--- src/hdl/asr_pkg.sv ---
package asr_pkg;
    // chip select pattern that addresses the block
    localparam logic [2:0] CS_MATCH = 3'h6;
    // line_control field positions
    localparam int CR_RATIO_LSB = 0;
    localparam int CR_FMT_LSB = 2;
    localparam int CR_TXC_LSB = 5;
    localparam int CR_RIE_BIT = 7;
    localparam logic [7:0] CR_RESET = 8'h00;
    // line_status bit positions
    localparam int SR_RDRF = 0;
    localparam int SR_TDRE = 1;
    localparam int SR_DCD = 2;
    localparam int SR_CTS = 3;
    localparam int SR_FRAMING = 4;
    localparam int SR_OVR = 5;
    localparam int SR_PARITY = 6;
    localparam int SR_IRQ = 7;
    // bit timing in link clock edges
    localparam logic [6:0] FULL_16 = 7'h10;
    localparam logic [6:0] FULL_64 = 7'h40;
    localparam logic [6:0] HALF_16 = 7'h08;
    localparam logic [6:0] HALF_64 = 7'h20;
    // received word buffer: 8 data bits, framing and parity error
    localparam int RXQ_WIDTH = 10;
    localparam int RXQ_DEPTH = 4;

    typedef enum logic [1:0] {
        ASR_DIV1 = 2'h0,
        ASR_DIV16 = 2'h1,
        ASR_DIV64 = 2'h2,
        ASR_MRESET = 2'h3
    } asr_ratio_t;

    typedef enum logic [1:0] {
        ASR_TXC_RTS = 2'h0,
        ASR_TXC_RTS_IRQ = 2'h1,
        ASR_TXC_NORTS = 2'h2,
        ASR_TXC_BREAK = 2'h3
    } asr_txc_t;

    typedef enum logic [2:0] {
        ASR_IDLE = 3'h0,
        ASR_START = 3'h1,
        ASR_DATA = 3'h2,
        ASR_PAR = 3'h3,
        ASR_STOP = 3'h4
    } asr_state_t;
endpackage

--- src/hdl/asr_top.sv ---
`timescale 1ns/10ps
`default_nettype none

module asr_fifo #(
    parameter int WIDTH = 10,
    parameter int DEPTH = 4
) (
    input wire logic clk_in,
    input wire logic nrst_in,
    input wire logic flush_in,
    input wire logic in_valid_in,
    output logic in_ready_out,
    input wire logic [WIDTH-1:0] in_data_in,
    output logic out_valid_out,
    input wire logic out_ready_in,
    output logic [WIDTH-1:0] out_data_out
);
    localparam int AW = $clog2(DEPTH);
    logic [WIDTH-1:0] mem [DEPTH];
    logic [AW-1:0] wr_ptr;
    logic [AW-1:0] rd_ptr;
    logic [AW:0] count;
    logic push;
    logic pop;

    assign in_ready_out = count != (AW+1)'(DEPTH);
    assign out_valid_out = count != '0;
    assign out_data_out = mem[rd_ptr];
    assign push = in_valid_in && in_ready_out;
    assign pop = out_valid_out && out_ready_in;

    always_ff @(posedge clk_in) begin
        if (push) begin
            mem[wr_ptr] <= in_data_in;
        end
    end

    always_ff @(posedge clk_in or negedge nrst_in) begin
        if (!nrst_in) begin
            wr_ptr <= '0;
            rd_ptr <= '0;
            count <= '0;
        end else if (flush_in) begin
            wr_ptr <= '0;
            rd_ptr <= '0;
            count <= '0;
        end else begin
            if (push) begin
                wr_ptr <= (wr_ptr == AW'(DEPTH - 1)) ? '0 : wr_ptr + 1'b1;
            end
            if (pop) begin
                rd_ptr <= (rd_ptr == AW'(DEPTH - 1)) ? '0 : rd_ptr + 1'b1;
            end
            count <= count + (AW+1)'(push) - (AW+1)'(pop);
        end
    end
endmodule // asr_fifo

module asr_top (
    input wire logic sys_clk_in,
    input wire logic nrst_in,
    input wire logic bus_e_in,
    input wire logic [2:0] cs_in,
    input wire logic rnw_in,
    input wire logic register_select_in,
    input wire logic [7:0] di_in,
    output logic [7:0] do_out,
    output logic irq_n_out,
    input wire logic rx_clk_in,
    input wire logic rx_data_in,
    input wire logic tx_clk_in,
    output logic tx_data_out,
    output logic rts_n_out,
    input wire logic cts_n_in,
    input wire logic dcd_n_in
);
    // every pin crosses two flops; a third stage only feeds edge detect
    logic [18:0] pin_q1;
    logic [18:0] pin_q2;
    logic [3:0] edge_q3;
    logic [2:0] sync_fill;
    always_ff @(posedge sys_clk_in or negedge nrst_in) begin
        if (!nrst_in) begin
            pin_q1 <= '0;
            pin_q2 <= '0;
            edge_q3 <= '0;
            sync_fill <= '0;
        end else begin
            pin_q1 <= {bus_e_in, cs_in, rnw_in, register_select_in, di_in,
                       rx_clk_in, rx_data_in, tx_clk_in, cts_n_in, dcd_n_in};
            pin_q2 <= pin_q1;
            edge_q3 <= {pin_q2[18], pin_q2[4], pin_q2[2], pin_q2[0]};
            sync_fill <= {sync_fill[1:0], 1'b1};
        end
    end

    logic e_s, rnw_s, register_select_s, rxc_s, rxd_s, txc_s, cts_n_s, dcd_n_s;
    logic [2:0] cs_s;
    logic [7:0] di_s;
    assign {e_s, cs_s, rnw_s, register_select_s, di_s, rxc_s, rxd_s, txc_s, cts_n_s, dcd_n_s} = pin_q2;
    // edges wait for a filled pipe: a pin already high at release is no fresh edge
    logic e_rise, e_fall, rx_rise, tx_rise, tx_fall, dcd_rise, sel;
    assign e_rise = e_s && !edge_q3[3] && sync_fill[2];
    assign e_fall = !e_s && edge_q3[3] && sync_fill[2];
    assign rx_rise = rxc_s && !edge_q3[2] && sync_fill[2];
    assign tx_rise = txc_s && !edge_q3[1] && sync_fill[2];
    assign tx_fall = !txc_s && edge_q3[1] && sync_fill[2];
    assign dcd_rise = dcd_n_s && !edge_q3[0] && sync_fill[2];
    assign sel = cs_s == asr_pkg::CS_MATCH;

    logic [7:0] line_control;
    logic [7:0] tx_holding_reg;
    logic [7:0] rx_holding_reg;
    logic ctrl_wr, thr_wr, sr_rd, rxh_rd;
    assign ctrl_wr = e_fall && sel && !rnw_s && !register_select_s;
    assign thr_wr = e_fall && sel && !rnw_s && register_select_s;
    assign sr_rd = e_rise && sel && rnw_s && !register_select_s;
    assign rxh_rd = e_rise && sel && rnw_s && register_select_s;

    always_ff @(posedge sys_clk_in or negedge nrst_in) begin
        if (!nrst_in) begin
            line_control <= asr_pkg::CR_RESET;
        end else if (ctrl_wr) begin
            line_control <= di_s;
        end
    end

    logic [1:0] ratio;
    logic [2:0] fmt;
    logic [1:0] txc;
    logic rie, mr, len8, two_stop, par_en, par_odd;
    logic [6:0] bit_full, bit_half;
    assign ratio = line_control[asr_pkg::CR_RATIO_LSB +: 2];
    assign fmt = line_control[asr_pkg::CR_FMT_LSB +: 3];
    assign txc = line_control[asr_pkg::CR_TXC_LSB +: 2];
    assign rie = line_control[asr_pkg::CR_RIE_BIT];
    assign mr = ratio == asr_pkg::ASR_MRESET;
    assign len8 = fmt[2];
    assign two_stop = fmt[2:1] == 2'h0;
    assign par_en = fmt[2:1] != 2'h2;
    assign par_odd = fmt[0];
    // one timing pair serves both directions
    assign bit_full = (ratio == asr_pkg::ASR_DIV64) ? asr_pkg::FULL_64 :
                      (ratio == asr_pkg::ASR_DIV16) ? asr_pkg::FULL_16 : 7'h01;
    assign bit_half = (ratio == asr_pkg::ASR_DIV64) ? asr_pkg::HALF_64 : asr_pkg::HALF_16;

    // receiver
    asr_pkg::asr_state_t rx_state;
    logic [6:0] rx_cnt;
    logic [2:0] rx_bits;
    logic [7:0] rx_shift;
    logic rx_par, rx_stop2, rx_store, rx_framing_err;
    logic q_in_ready, q_out_valid, q_pop;
    logic [9:0] q_out;

    always_ff @(posedge sys_clk_in or negedge nrst_in) begin
        if (!nrst_in) begin
            rx_state <= asr_pkg::ASR_IDLE;
            rx_cnt <= '0;
            rx_bits <= '0;
            rx_shift <= '0;
            rx_par <= 1'b0;
            rx_stop2 <= 1'b0;
            rx_store <= 1'b0;
            rx_framing_err <= 1'b0;
        end else begin
            rx_store <= 1'b0;
            if (mr) begin
                rx_state <= asr_pkg::ASR_IDLE;
                rx_cnt <= '0;
            end else if (rx_rise && rx_cnt != '0) begin
                rx_cnt <= rx_cnt - 7'h01;
            end else if (rx_rise) begin
                rx_cnt <= bit_full - 7'h01;
                unique case (rx_state)
                    asr_pkg::ASR_IDLE: begin
                        if (!rxd_s && ratio == asr_pkg::ASR_DIV1) begin
                            rx_state <= asr_pkg::ASR_DATA;
                            rx_bits <= '0;
                            rx_par <= 1'b0;
                        end else if (!rxd_s) begin
                            rx_state <= asr_pkg::ASR_START;
                            rx_cnt <= bit_half - 7'h01;
                        end else begin
                            rx_cnt <= '0;
                        end
                    end
                    asr_pkg::ASR_START: begin
                        rx_state <= rxd_s ? asr_pkg::ASR_IDLE : asr_pkg::ASR_DATA;
                        rx_bits <= '0;
                        rx_par <= 1'b0;
                    end
                    asr_pkg::ASR_DATA: begin
                        rx_shift <= {rxd_s, rx_shift[7:1]};
                        rx_par <= rx_par ^ rxd_s;
                        rx_bits <= rx_bits + 3'h1;
                        if (rx_bits == {2'h3, len8}) begin
                            rx_state <= par_en ? asr_pkg::ASR_PAR : asr_pkg::ASR_STOP;
                            rx_stop2 <= two_stop;
                        end
                    end
                    asr_pkg::ASR_PAR: begin
                        rx_par <= rx_par ^ rxd_s ^ par_odd;
                        rx_state <= asr_pkg::ASR_STOP;
                    end
                    asr_pkg::ASR_STOP: begin
                        rx_framing_err <= !rxd_s;
                        if (!rxd_s || !rx_stop2) begin
                            rx_state <= asr_pkg::ASR_IDLE;
                            rx_store <= 1'b1;
                            rx_cnt <= '0;
                        end
                        rx_stop2 <= 1'b0;
                    end
                    default: rx_state <= asr_pkg::ASR_IDLE;
                endcase
            end
        end
    end

    logic [7:0] rx_word;
    logic rx_parity_err;
    assign rx_word = len8 ? rx_shift : {1'b0, rx_shift[7:1]};
    assign rx_parity_err = par_en && rx_par;

    // a full buffer drops the incoming word: that is the overrun
    asr_fifo #(
        .WIDTH(asr_pkg::RXQ_WIDTH),
        .DEPTH(asr_pkg::RXQ_DEPTH)
    ) u_rxq (
        .clk_in(sys_clk_in),
        .nrst_in(nrst_in),
        .flush_in(mr),
        .in_valid_in(rx_store),
        .in_ready_out(q_in_ready),
        .in_data_in({rx_parity_err, rx_framing_err, rx_word}),
        .out_valid_out(q_out_valid),
        .out_ready_in(q_pop),
        .out_data_out(q_out)
    );

    logic rdrf, framing_err_flag, parity_err_flag, ovr, ovr_pend, dcd, dcd_armed, tdre, cts_hold;
    // no pop while the buffer is being flushed, or a word would vanish unseen
    assign q_pop = q_out_valid && !rdrf && !mr;

    always_ff @(posedge sys_clk_in or negedge nrst_in) begin
        if (!nrst_in) begin
            rx_holding_reg <= '0;
            rdrf <= 1'b0;
            framing_err_flag <= 1'b0;
            parity_err_flag <= 1'b0;
        end else if (mr) begin
            rdrf <= 1'b0;
            framing_err_flag <= 1'b0;
            parity_err_flag <= 1'b0;
        end else if (q_pop) begin
            rx_holding_reg <= q_out[7:0];
            rdrf <= 1'b1;
            framing_err_flag <= q_out[8];
            parity_err_flag <= q_out[9];
        end else if (rxh_rd) begin
            rdrf <= 1'b0;
            parity_err_flag <= 1'b0;
        end
    end

    always_ff @(posedge sys_clk_in or negedge nrst_in) begin
        if (!nrst_in) begin
            ovr <= 1'b0;
            ovr_pend <= 1'b0;
        end else if (mr) begin
            ovr <= 1'b0;
            ovr_pend <= 1'b0;
        end else begin
            if (rx_store && !q_in_ready) begin
                ovr_pend <= 1'b1;
            end else if (rxh_rd) begin
                ovr_pend <= 1'b0;
            end
            if (rxh_rd) begin
                ovr <= ovr_pend;
            end
        end
    end

    always_ff @(posedge sys_clk_in or negedge nrst_in) begin
        if (!nrst_in) begin
            dcd <= 1'b0;
            dcd_armed <= 1'b0;
        end else if (mr) begin
            dcd <= 1'b0;
            dcd_armed <= 1'b0;
        end else begin
            if (dcd_rise) begin
                dcd <= 1'b1;
            end else if (sr_rd && dcd_armed) begin
                dcd <= 1'b0;
            end
            if (rxh_rd) begin
                dcd_armed <= 1'b1;
            end else if (sr_rd) begin
                dcd_armed <= 1'b0;
            end
        end
    end

    always_ff @(posedge sys_clk_in or negedge nrst_in) begin
        if (!nrst_in) begin
            cts_hold <= 1'b1;
        end else if (tx_rise) begin
            cts_hold <= 1'b0;
        end
    end

    // transmitter
    asr_pkg::asr_state_t tx_state;
    logic [6:0] tx_cnt;
    logic [2:0] tx_bits;
    logic [7:0] tx_shift;
    logic tx_par, tx_stop2, thr_full, tx_load, tx_line;
    assign tx_load = tx_fall && tx_state == asr_pkg::ASR_IDLE && thr_full && !mr;

    always_ff @(posedge sys_clk_in or negedge nrst_in) begin
        if (!nrst_in) begin
            tx_holding_reg <= '0;
            thr_full <= 1'b0;
            tdre <= 1'b0;
        end else if (mr) begin
            thr_full <= 1'b0;
            tdre <= 1'b0;
        end else if (thr_wr) begin
            tx_holding_reg <= di_s;
            thr_full <= 1'b1;
            tdre <= 1'b0;
        end else if (tx_load) begin
            thr_full <= 1'b0;
            tdre <= 1'b1;
        end
    end

    always_ff @(posedge sys_clk_in or negedge nrst_in) begin
        if (!nrst_in) begin
            tx_state <= asr_pkg::ASR_IDLE;
            tx_cnt <= '0;
            tx_bits <= '0;
            tx_shift <= '0;
            tx_par <= 1'b0;
            tx_stop2 <= 1'b0;
            tx_line <= 1'b1;
        end else if (mr) begin
            tx_state <= asr_pkg::ASR_IDLE;
            tx_cnt <= '0;
            tx_line <= 1'b1;
        end else if (tx_load) begin
            tx_state <= asr_pkg::ASR_START;
            tx_shift <= tx_holding_reg;
            tx_par <= par_odd;
            tx_bits <= '0;
            tx_stop2 <= two_stop;
            tx_cnt <= bit_full - 7'h01;
            tx_line <= 1'b0;
        end else if (tx_fall && tx_cnt != '0) begin
            tx_cnt <= tx_cnt - 7'h01;
        end else if (tx_fall && tx_state != asr_pkg::ASR_IDLE) begin
            tx_cnt <= bit_full - 7'h01;
            unique case (tx_state)
                asr_pkg::ASR_START, asr_pkg::ASR_DATA: begin
                    if (tx_state == asr_pkg::ASR_DATA && tx_bits == {2'h3, len8}) begin
                        tx_state <= par_en ? asr_pkg::ASR_PAR : asr_pkg::ASR_STOP;
                        tx_line <= par_en ? tx_par : 1'b1;
                    end else begin
                        tx_state <= asr_pkg::ASR_DATA;
                        tx_line <= tx_shift[0];
                        tx_par <= tx_par ^ tx_shift[0];
                        tx_shift <= {1'b0, tx_shift[7:1]};
                        tx_bits <= tx_bits + {2'h0, tx_state == asr_pkg::ASR_DATA};
                    end
                end
                asr_pkg::ASR_PAR: begin
                    tx_state <= asr_pkg::ASR_STOP;
                    tx_line <= 1'b1;
                end
                asr_pkg::ASR_STOP: begin
                    tx_stop2 <= 1'b0;
                    if (!tx_stop2) begin
                        tx_state <= asr_pkg::ASR_IDLE;
                        tx_cnt <= '0;
                    end
                end
                default: tx_state <= asr_pkg::ASR_IDLE;
            endcase
        end
    end

    // outputs
    logic cts_bit, tdre_bit, irq;
    assign cts_bit = cts_hold || cts_n_s;
    assign tdre_bit = tdre && !cts_n_s;
    assign irq = (rie && (rdrf || ovr || dcd)) ||
                 (txc == asr_pkg::ASR_TXC_RTS_IRQ && tdre && !cts_n_s);
    assign irq_n_out = !irq;
    assign rts_n_out = txc == asr_pkg::ASR_TXC_NORTS;
    assign tx_data_out = tx_line && txc != asr_pkg::ASR_TXC_BREAK;

    logic [7:0] status;
    always_comb begin
        status = '0;
        status[asr_pkg::SR_RDRF] = rdrf;
        status[asr_pkg::SR_TDRE] = tdre_bit;
        status[asr_pkg::SR_DCD] = dcd;
        status[asr_pkg::SR_CTS] = cts_bit;
        status[asr_pkg::SR_FRAMING] = framing_err_flag;
        status[asr_pkg::SR_OVR] = ovr;
        status[asr_pkg::SR_PARITY] = parity_err_flag;
        status[asr_pkg::SR_IRQ] = irq;
    end

    always_ff @(posedge sys_clk_in or negedge nrst_in) begin
        if (!nrst_in) begin
            do_out <= '0;
        end else if (sr_rd || rxh_rd) begin
            do_out <= register_select_s ? rx_holding_reg : status;
        end
    end

    a_irq_pin_bit: assert property (@(posedge sys_clk_in) disable iff (!nrst_in)
        sr_rd |=> do_out[asr_pkg::SR_IRQ] == $past(!irq_n_out))
        else $error("status irq bit not inverse of pin");
    a_rie_gate: assert property (@(posedge sys_clk_in) disable iff (!nrst_in)
        (!rie && txc != asr_pkg::ASR_TXC_RTS_IRQ) |-> irq_n_out)
        else $error("interrupt without enable");
    a_tdre_cts: assert property (@(posedge sys_clk_in) disable iff (!nrst_in)
        (sr_rd && cts_n_s && !cts_hold) |=> !do_out[asr_pkg::SR_TDRE])
        else $error("tdre shown while cts high");
    a_mreset_clear: assert property (@(posedge sys_clk_in) disable iff (!nrst_in)
        mr |=> !rdrf && !tdre && !ovr && !framing_err_flag && !parity_err_flag && !dcd && tx_state == asr_pkg::ASR_IDLE)
        else $error("master reset did not clear state");
    a_rx_bit7_zero: assert property (@(posedge sys_clk_in) disable iff (!nrst_in)
        (q_pop && !len8) |=> !rx_holding_reg[7])
        else $error("seven bit word bit 7 set");
    a_tx_hold: assert property (@(posedge sys_clk_in) disable iff (!nrst_in)
        (thr_full && tx_state != asr_pkg::ASR_IDLE && !thr_wr) |=> thr_full || mr)
        else $error("holding register moved during shift");
    a_rdrf_read: assert property (@(posedge sys_clk_in) disable iff (!nrst_in)
        (rxh_rd && !q_pop && !mr) |=> !rdrf)
        else $error("receive full not cleared by read");
    a_break_line: assert property (@(posedge sys_clk_in) disable iff (!nrst_in)
        txc == asr_pkg::ASR_TXC_BREAK |-> !tx_data_out && !rts_n_out)
        else $error("break or rts wrong");
    a_ovr_on_read: assert property (@(posedge sys_clk_in) disable iff (!nrst_in)
        (rxh_rd && ovr_pend && !mr) |=> ovr ##1 ovr || $past(rxh_rd) || mr)
        else $error("overrun not flagged on read");
endmodule // asr_top

`default_nettype wire

--- config.mk ---
export PLATFORM = sky130hd
export DESIGN_NAME = asr_top
export DESIGN_NICKNAME = d
export VERILOG_FILES = /design/src/hdl/asr_pkg.sv /design/src/hdl/asr_top.sv
export SDC_FILE = /design/constraint.sdc
export NUM_CORES = 1
export LEC_CHECK = 0
export BUFFER_PORTS_ARGS = -buffer_cell sky130_fd_sc_hd__buf_2
export CAP_MARGIN = 20
export CORE_ASPECT_RATIO = 0.75
export CORE_MARGIN = 4
export CORE_UTILIZATION = 25
export DETAILED_ROUTE_END_ITERATION = 8
export PLACE_DENSITY = 0.44
export SLEW_MARGIN = 20
export SYNTH_ARGS = -nofsm -noshare
export SYNTH_HDL_FRONTEND = slang
export SYNTH_SLANG_ARGS = --single-unit
--- constraint.sdc ---
create_clock -name sys_clk_in -period 4.6 [get_ports sys_clk_in]
set_input_delay 0.23 -clock sys_clk_in [delete_from_list [all_inputs] [get_ports sys_clk_in]]
set_output_delay 0.23 -clock sys_clk_in [all_outputs]
set_load 0.005 [all_outputs]
==> run metrics <==
Achievable Freq=between 300 and 400 MHz; number of instances resized during post-cts repair=0; post-layout instance area=approximately 9000 sq um; xor and xnor area share after synthesis=0.01236; Final Wtd Congestion=0.8354; synthesized area divided by synthesized cell count=approximately 13 sq um; number of nets with antenna violations after detailed routing=0; final routed wire length divided by cell count=16.12 um; largest family of logic cells by synthesized area=simple AND/OR/NAND/NOR gates; half-perimeter wire length after detailed placement=12000 um; H-Tree Level Count=4; Iteration-0 DRC Markers=between 400 and 500; post-synthesis instance total=about 620; delay contributed by the slowest stage of the critical path=just over 600 ps; synthesized-area fraction occupied by ao, oa, aoi and oai cells=0.08780; die extent in x=approximately 210 um; time the worst path needs with I/O delays and setup=between 3000 and 4000 ps; register with the most flip-flops=u_rxq.mem; type of the worst setup path=flop to flop; number of flip-flops under the largest register name=40; number of storage elements in the synthesis netlist=between 150 and 200; Post-synth EDFFs=40; power density normalized to cell area=around 450 nW/um^2; internal power component=just under 0.003 W; Syn Std Cell Area=7795 sq um; standby leakage power=roughly 3.8 nW; Synthesis Warnings=0; simple-gate portion of the synthesized area=0.1258; hold_ws=about 350 ps; clock latency of the later-clocked register in the worst-skew pair=about 440 ps; dominant delay contributor by cell family on the critical path=simple AND/OR/NAND/NOR gates; kind of end point of the critical path=flop; post-synthesis share of cell area spent on full adders, half adders and majority gates=0.02825; endpoints failing hold=0; Setup Slack @ Placement=roughly 1600 ps; Worst Path Buf+Inv=2; cell at the root of the clock tree=sky130_fd_sc_hd__clkbuf_16; registers with the most flip-flops=u_rxq.mem x40, pin_q1 x19, pin_q2 x19; Site Rows=55; primary flip-flop cell chosen by synthesis mapping=sky130_fd_sc_hd__dfrtp_1; GRT overflow=0; initial antenna violation count=1; slew at the pin closest to its max-slew limit=about 970 ps; share of async-settable or async-resettable flops after synthesis=0.7814; Routed Wire Length=around 17000 um; I/O pins=32; layout-stage area growth over the synthesis result=16.93%; die area=approximately 34000 sq um; via count of the first global-routing pass=about 4.9k; switching share of total power=0.2880; combinational share of power=0.159; via density per instance=about 4.6; pin count of the biggest net entering global routing=between 90 and 100; element type at the critical path start=flop; required time of the critical path=4900 ps; clock input transition at the sequential cells of the worst setup and hold paths=70 ps; # Max-Cap Violations=0; worst rel slew slack=0.3409; minimum setup slack in the final design=1523 ps; max-slew violation count=0; total net switching power=between 0.001 and 0.0015 W; signal arrival time at the worst endpoint=3380 ps; drt first pass iters=5; final worst-path cycle share=0.6690; portion of netlist area occupied by mux cells=0.1050; Yosys cell types=67; vertical die dimension=about 160 um; run status=finished, final reports clean; share of power burned in the clock network=0.341; fraction of final layout cells with drive strength greater than 1=0.1921; highest-delay cell along the critical path=sky130_fd_sc_hd__nor2_1; Buffers on Ports=31; CTS max path bufs=2; number of vias after detailed routing=4998; CP Cell Sequence=nor3_1 > or2_2 > nor2_1 > ha_1 > inv_1 > ha_1 > inv_1 > fa_1 > xor2_1 > xnor2_1 > nor2_1; total clock buffers created by CTS=17; syn_nets=roughly 660; first-pass GRT wire length=approximately 28000 um; most common cell after layout, fill and taps aside=sky130_fd_sc_hd__dfrtp_1; area post-placement=about 8400 sq um; Clock Sinks=about 180; largest fanout of any net on the critical path=9; DRC violation count after routing=0; Global Route Usage Sum=0.1043; final worst clock skew=approximately 17 ps; Ant. Diodes=0; Std-Cell Core Area=roughly 30000 sq um; # setup viols final=0; number of inserted filler cells in the final layout=between 3k and 4k; proportion of synthesized chip area in sequential cells=0.6135; Fin Setup TNS=0 ps; setup repair after global routing missed its margin=false; initial cell density of the core=0.2563; worst voltage drop across the vdd grid=roughly 0.2 mV; type of the tightest min-delay check=flop to flop; power share of the sequential group=0.500; commonest cells after routing, fill and taps aside=sky130_fd_sc_hd__dfrtp_1, sky130_fd_sc_hd__nand2_1, sky130_fd_sc_hd__nor2_1; CTS tree=done; number of nets in the layout=about 700
area by class of cell:
class	instances	area, sq um	area share
clock inverters	13	121.4	0.01331
well taps	399	499.2	0.05477
clock buffers	19	432.9	0.04749
repair buffers	55	391.6	0.04297
inverters	21	78.83	0.008648
flip-flops and latches	183	4782	0.5246
multi-input cells	391	2809	0.3082
cell usage after synthesis (all sizes together), types with 3 or more instances:
cell type | count | share of area
nand3b | 5 | 0.0048
a211oi | 4 | 0.0039
nor3b | 6 | 0.0058
and3 | 3 | 0.0024
or2 | 6 | 0.0048
nand2b | 5 | 0.0040
nor2 | 45 | 0.022
or3 | 4 | 0.0032
xnor2 | 5 | 0.0056
nor4b | 4 | 0.0045
a31oi | 8 | 0.0064
nor2b | 5 | 0.0040
mux2i | 12 | 0.015
mux2 | 42 | 0.061
and2 | 9 | 0.0072
clkbuf | 19 | 0.0091
dfrtp | 141 | 0.45
nor4 | 5 | 0.0040
a22o | 5 | 0.0056
nand2 | 52 | 0.025
ha | 16 | 0.026
xor2 | 6 | 0.0067
or4 | 4 | 0.0039
inv | 21 | 0.010
buf | 9 | 0.0075
edfxtp | 40 | 0.15
a21oi | 35 | 0.022
a22oi | 6 | 0.0058
nand3 | 12 | 0.0077
a211o | 4 | 0.0050
nor3 | 12 | 0.0077
a21boi | 3 | 0.0029
mux4 | 10 | 0.029
nand4 | 5 | 0.0040
o21ai | 23 | 0.015
layer usage:
| metal | GRT usage | routed length, um | vias up | part of all wire |
|---|---|---|---|---|
| li1 | - | - | 2341 | - |
| met1 | 0.1584 | 9244 | 2538 | 0.53 |
| met2 | 0.1407 | 7233 | 99 | 0.41 |
| met3 | 0.03163 | 688 | 18 | 0.039 |
| met4 | 0.03248 | 247 | 2 | 0.014 |
| met5 | 0 | 16 | - | 0.00092 |
stage by stage:
| stage | total power (W) | utilization | cells |
|---|---|---|---|
| 2_1_floorplan | 0.002497 | - | 623 |
| 3_3_place_gp | 0.002691 | 0.2749 | 1029 |
| 3_5_place_dp | 0.002722 | 0.2749 | 1029 |
| 4_1_cts | 0.004156 | 0.2997 | 1081 |
| 5_1_grt | 0.004326 | 0.2997 | 1081 |
| 6_report | 0.004094 | 0.2997 | 1081 |
logic make-up (layout without fill, tap and decap cells):
family	Yosys count	after routing
buffers and inverters	49	108
adders and majority gates	17	17
other	1	1
muxes	64	64
AOI/OAI and AO/OA	107	107
xor gates and xnor gates	11	11
DFF	183	183
and+or+nand+nor	191	191
power groups by stage:
stage,clock (W),sequential [W],combinational [W]
after floorplan,0,0.00196,0.000538
after global placement,0,0.00207,0.000624
after detailed placement,0,0.00208,0.000640
after CTS,0.00145,0.00205,0.000659
after global routing,0.00151,0.00208,0.000736
final,0.00140,0.00205,0.000652
final timing paths:
| path | endpoint | cells after the start | slack, ps | start |
|---|---|---|---|---|
| worst min register to register | pin_q2[10] | 0 | 350 | pin_q1[10] |
| worst max register to register | u_rxq.count[2] | 11 | 1520 | u_rxq.count[1] |
| max in group asynchronous | line_control[7] | 3 | 3000 | nrst_in |
| min in group asynchronous | u_rxq.wr_ptr[1] | 2 | 380 | nrst_in |
| worst max-delay path | u_rxq.count[2] | 11 | 1520 | u_rxq.count[1] |
| worst min-delay path | pin_q2[10] | 0 | 350 | pin_q1[10] |
repair_timing:
action / 4_1_cts / 5_1_grt
setup endpoints to repair: 0 / 0
hold buffers: 20 / 0
hold endpoints to repair: 109 / 0
setup buffers: 0 / 0
Note: power is estimated with default switching activity, not from simulation.
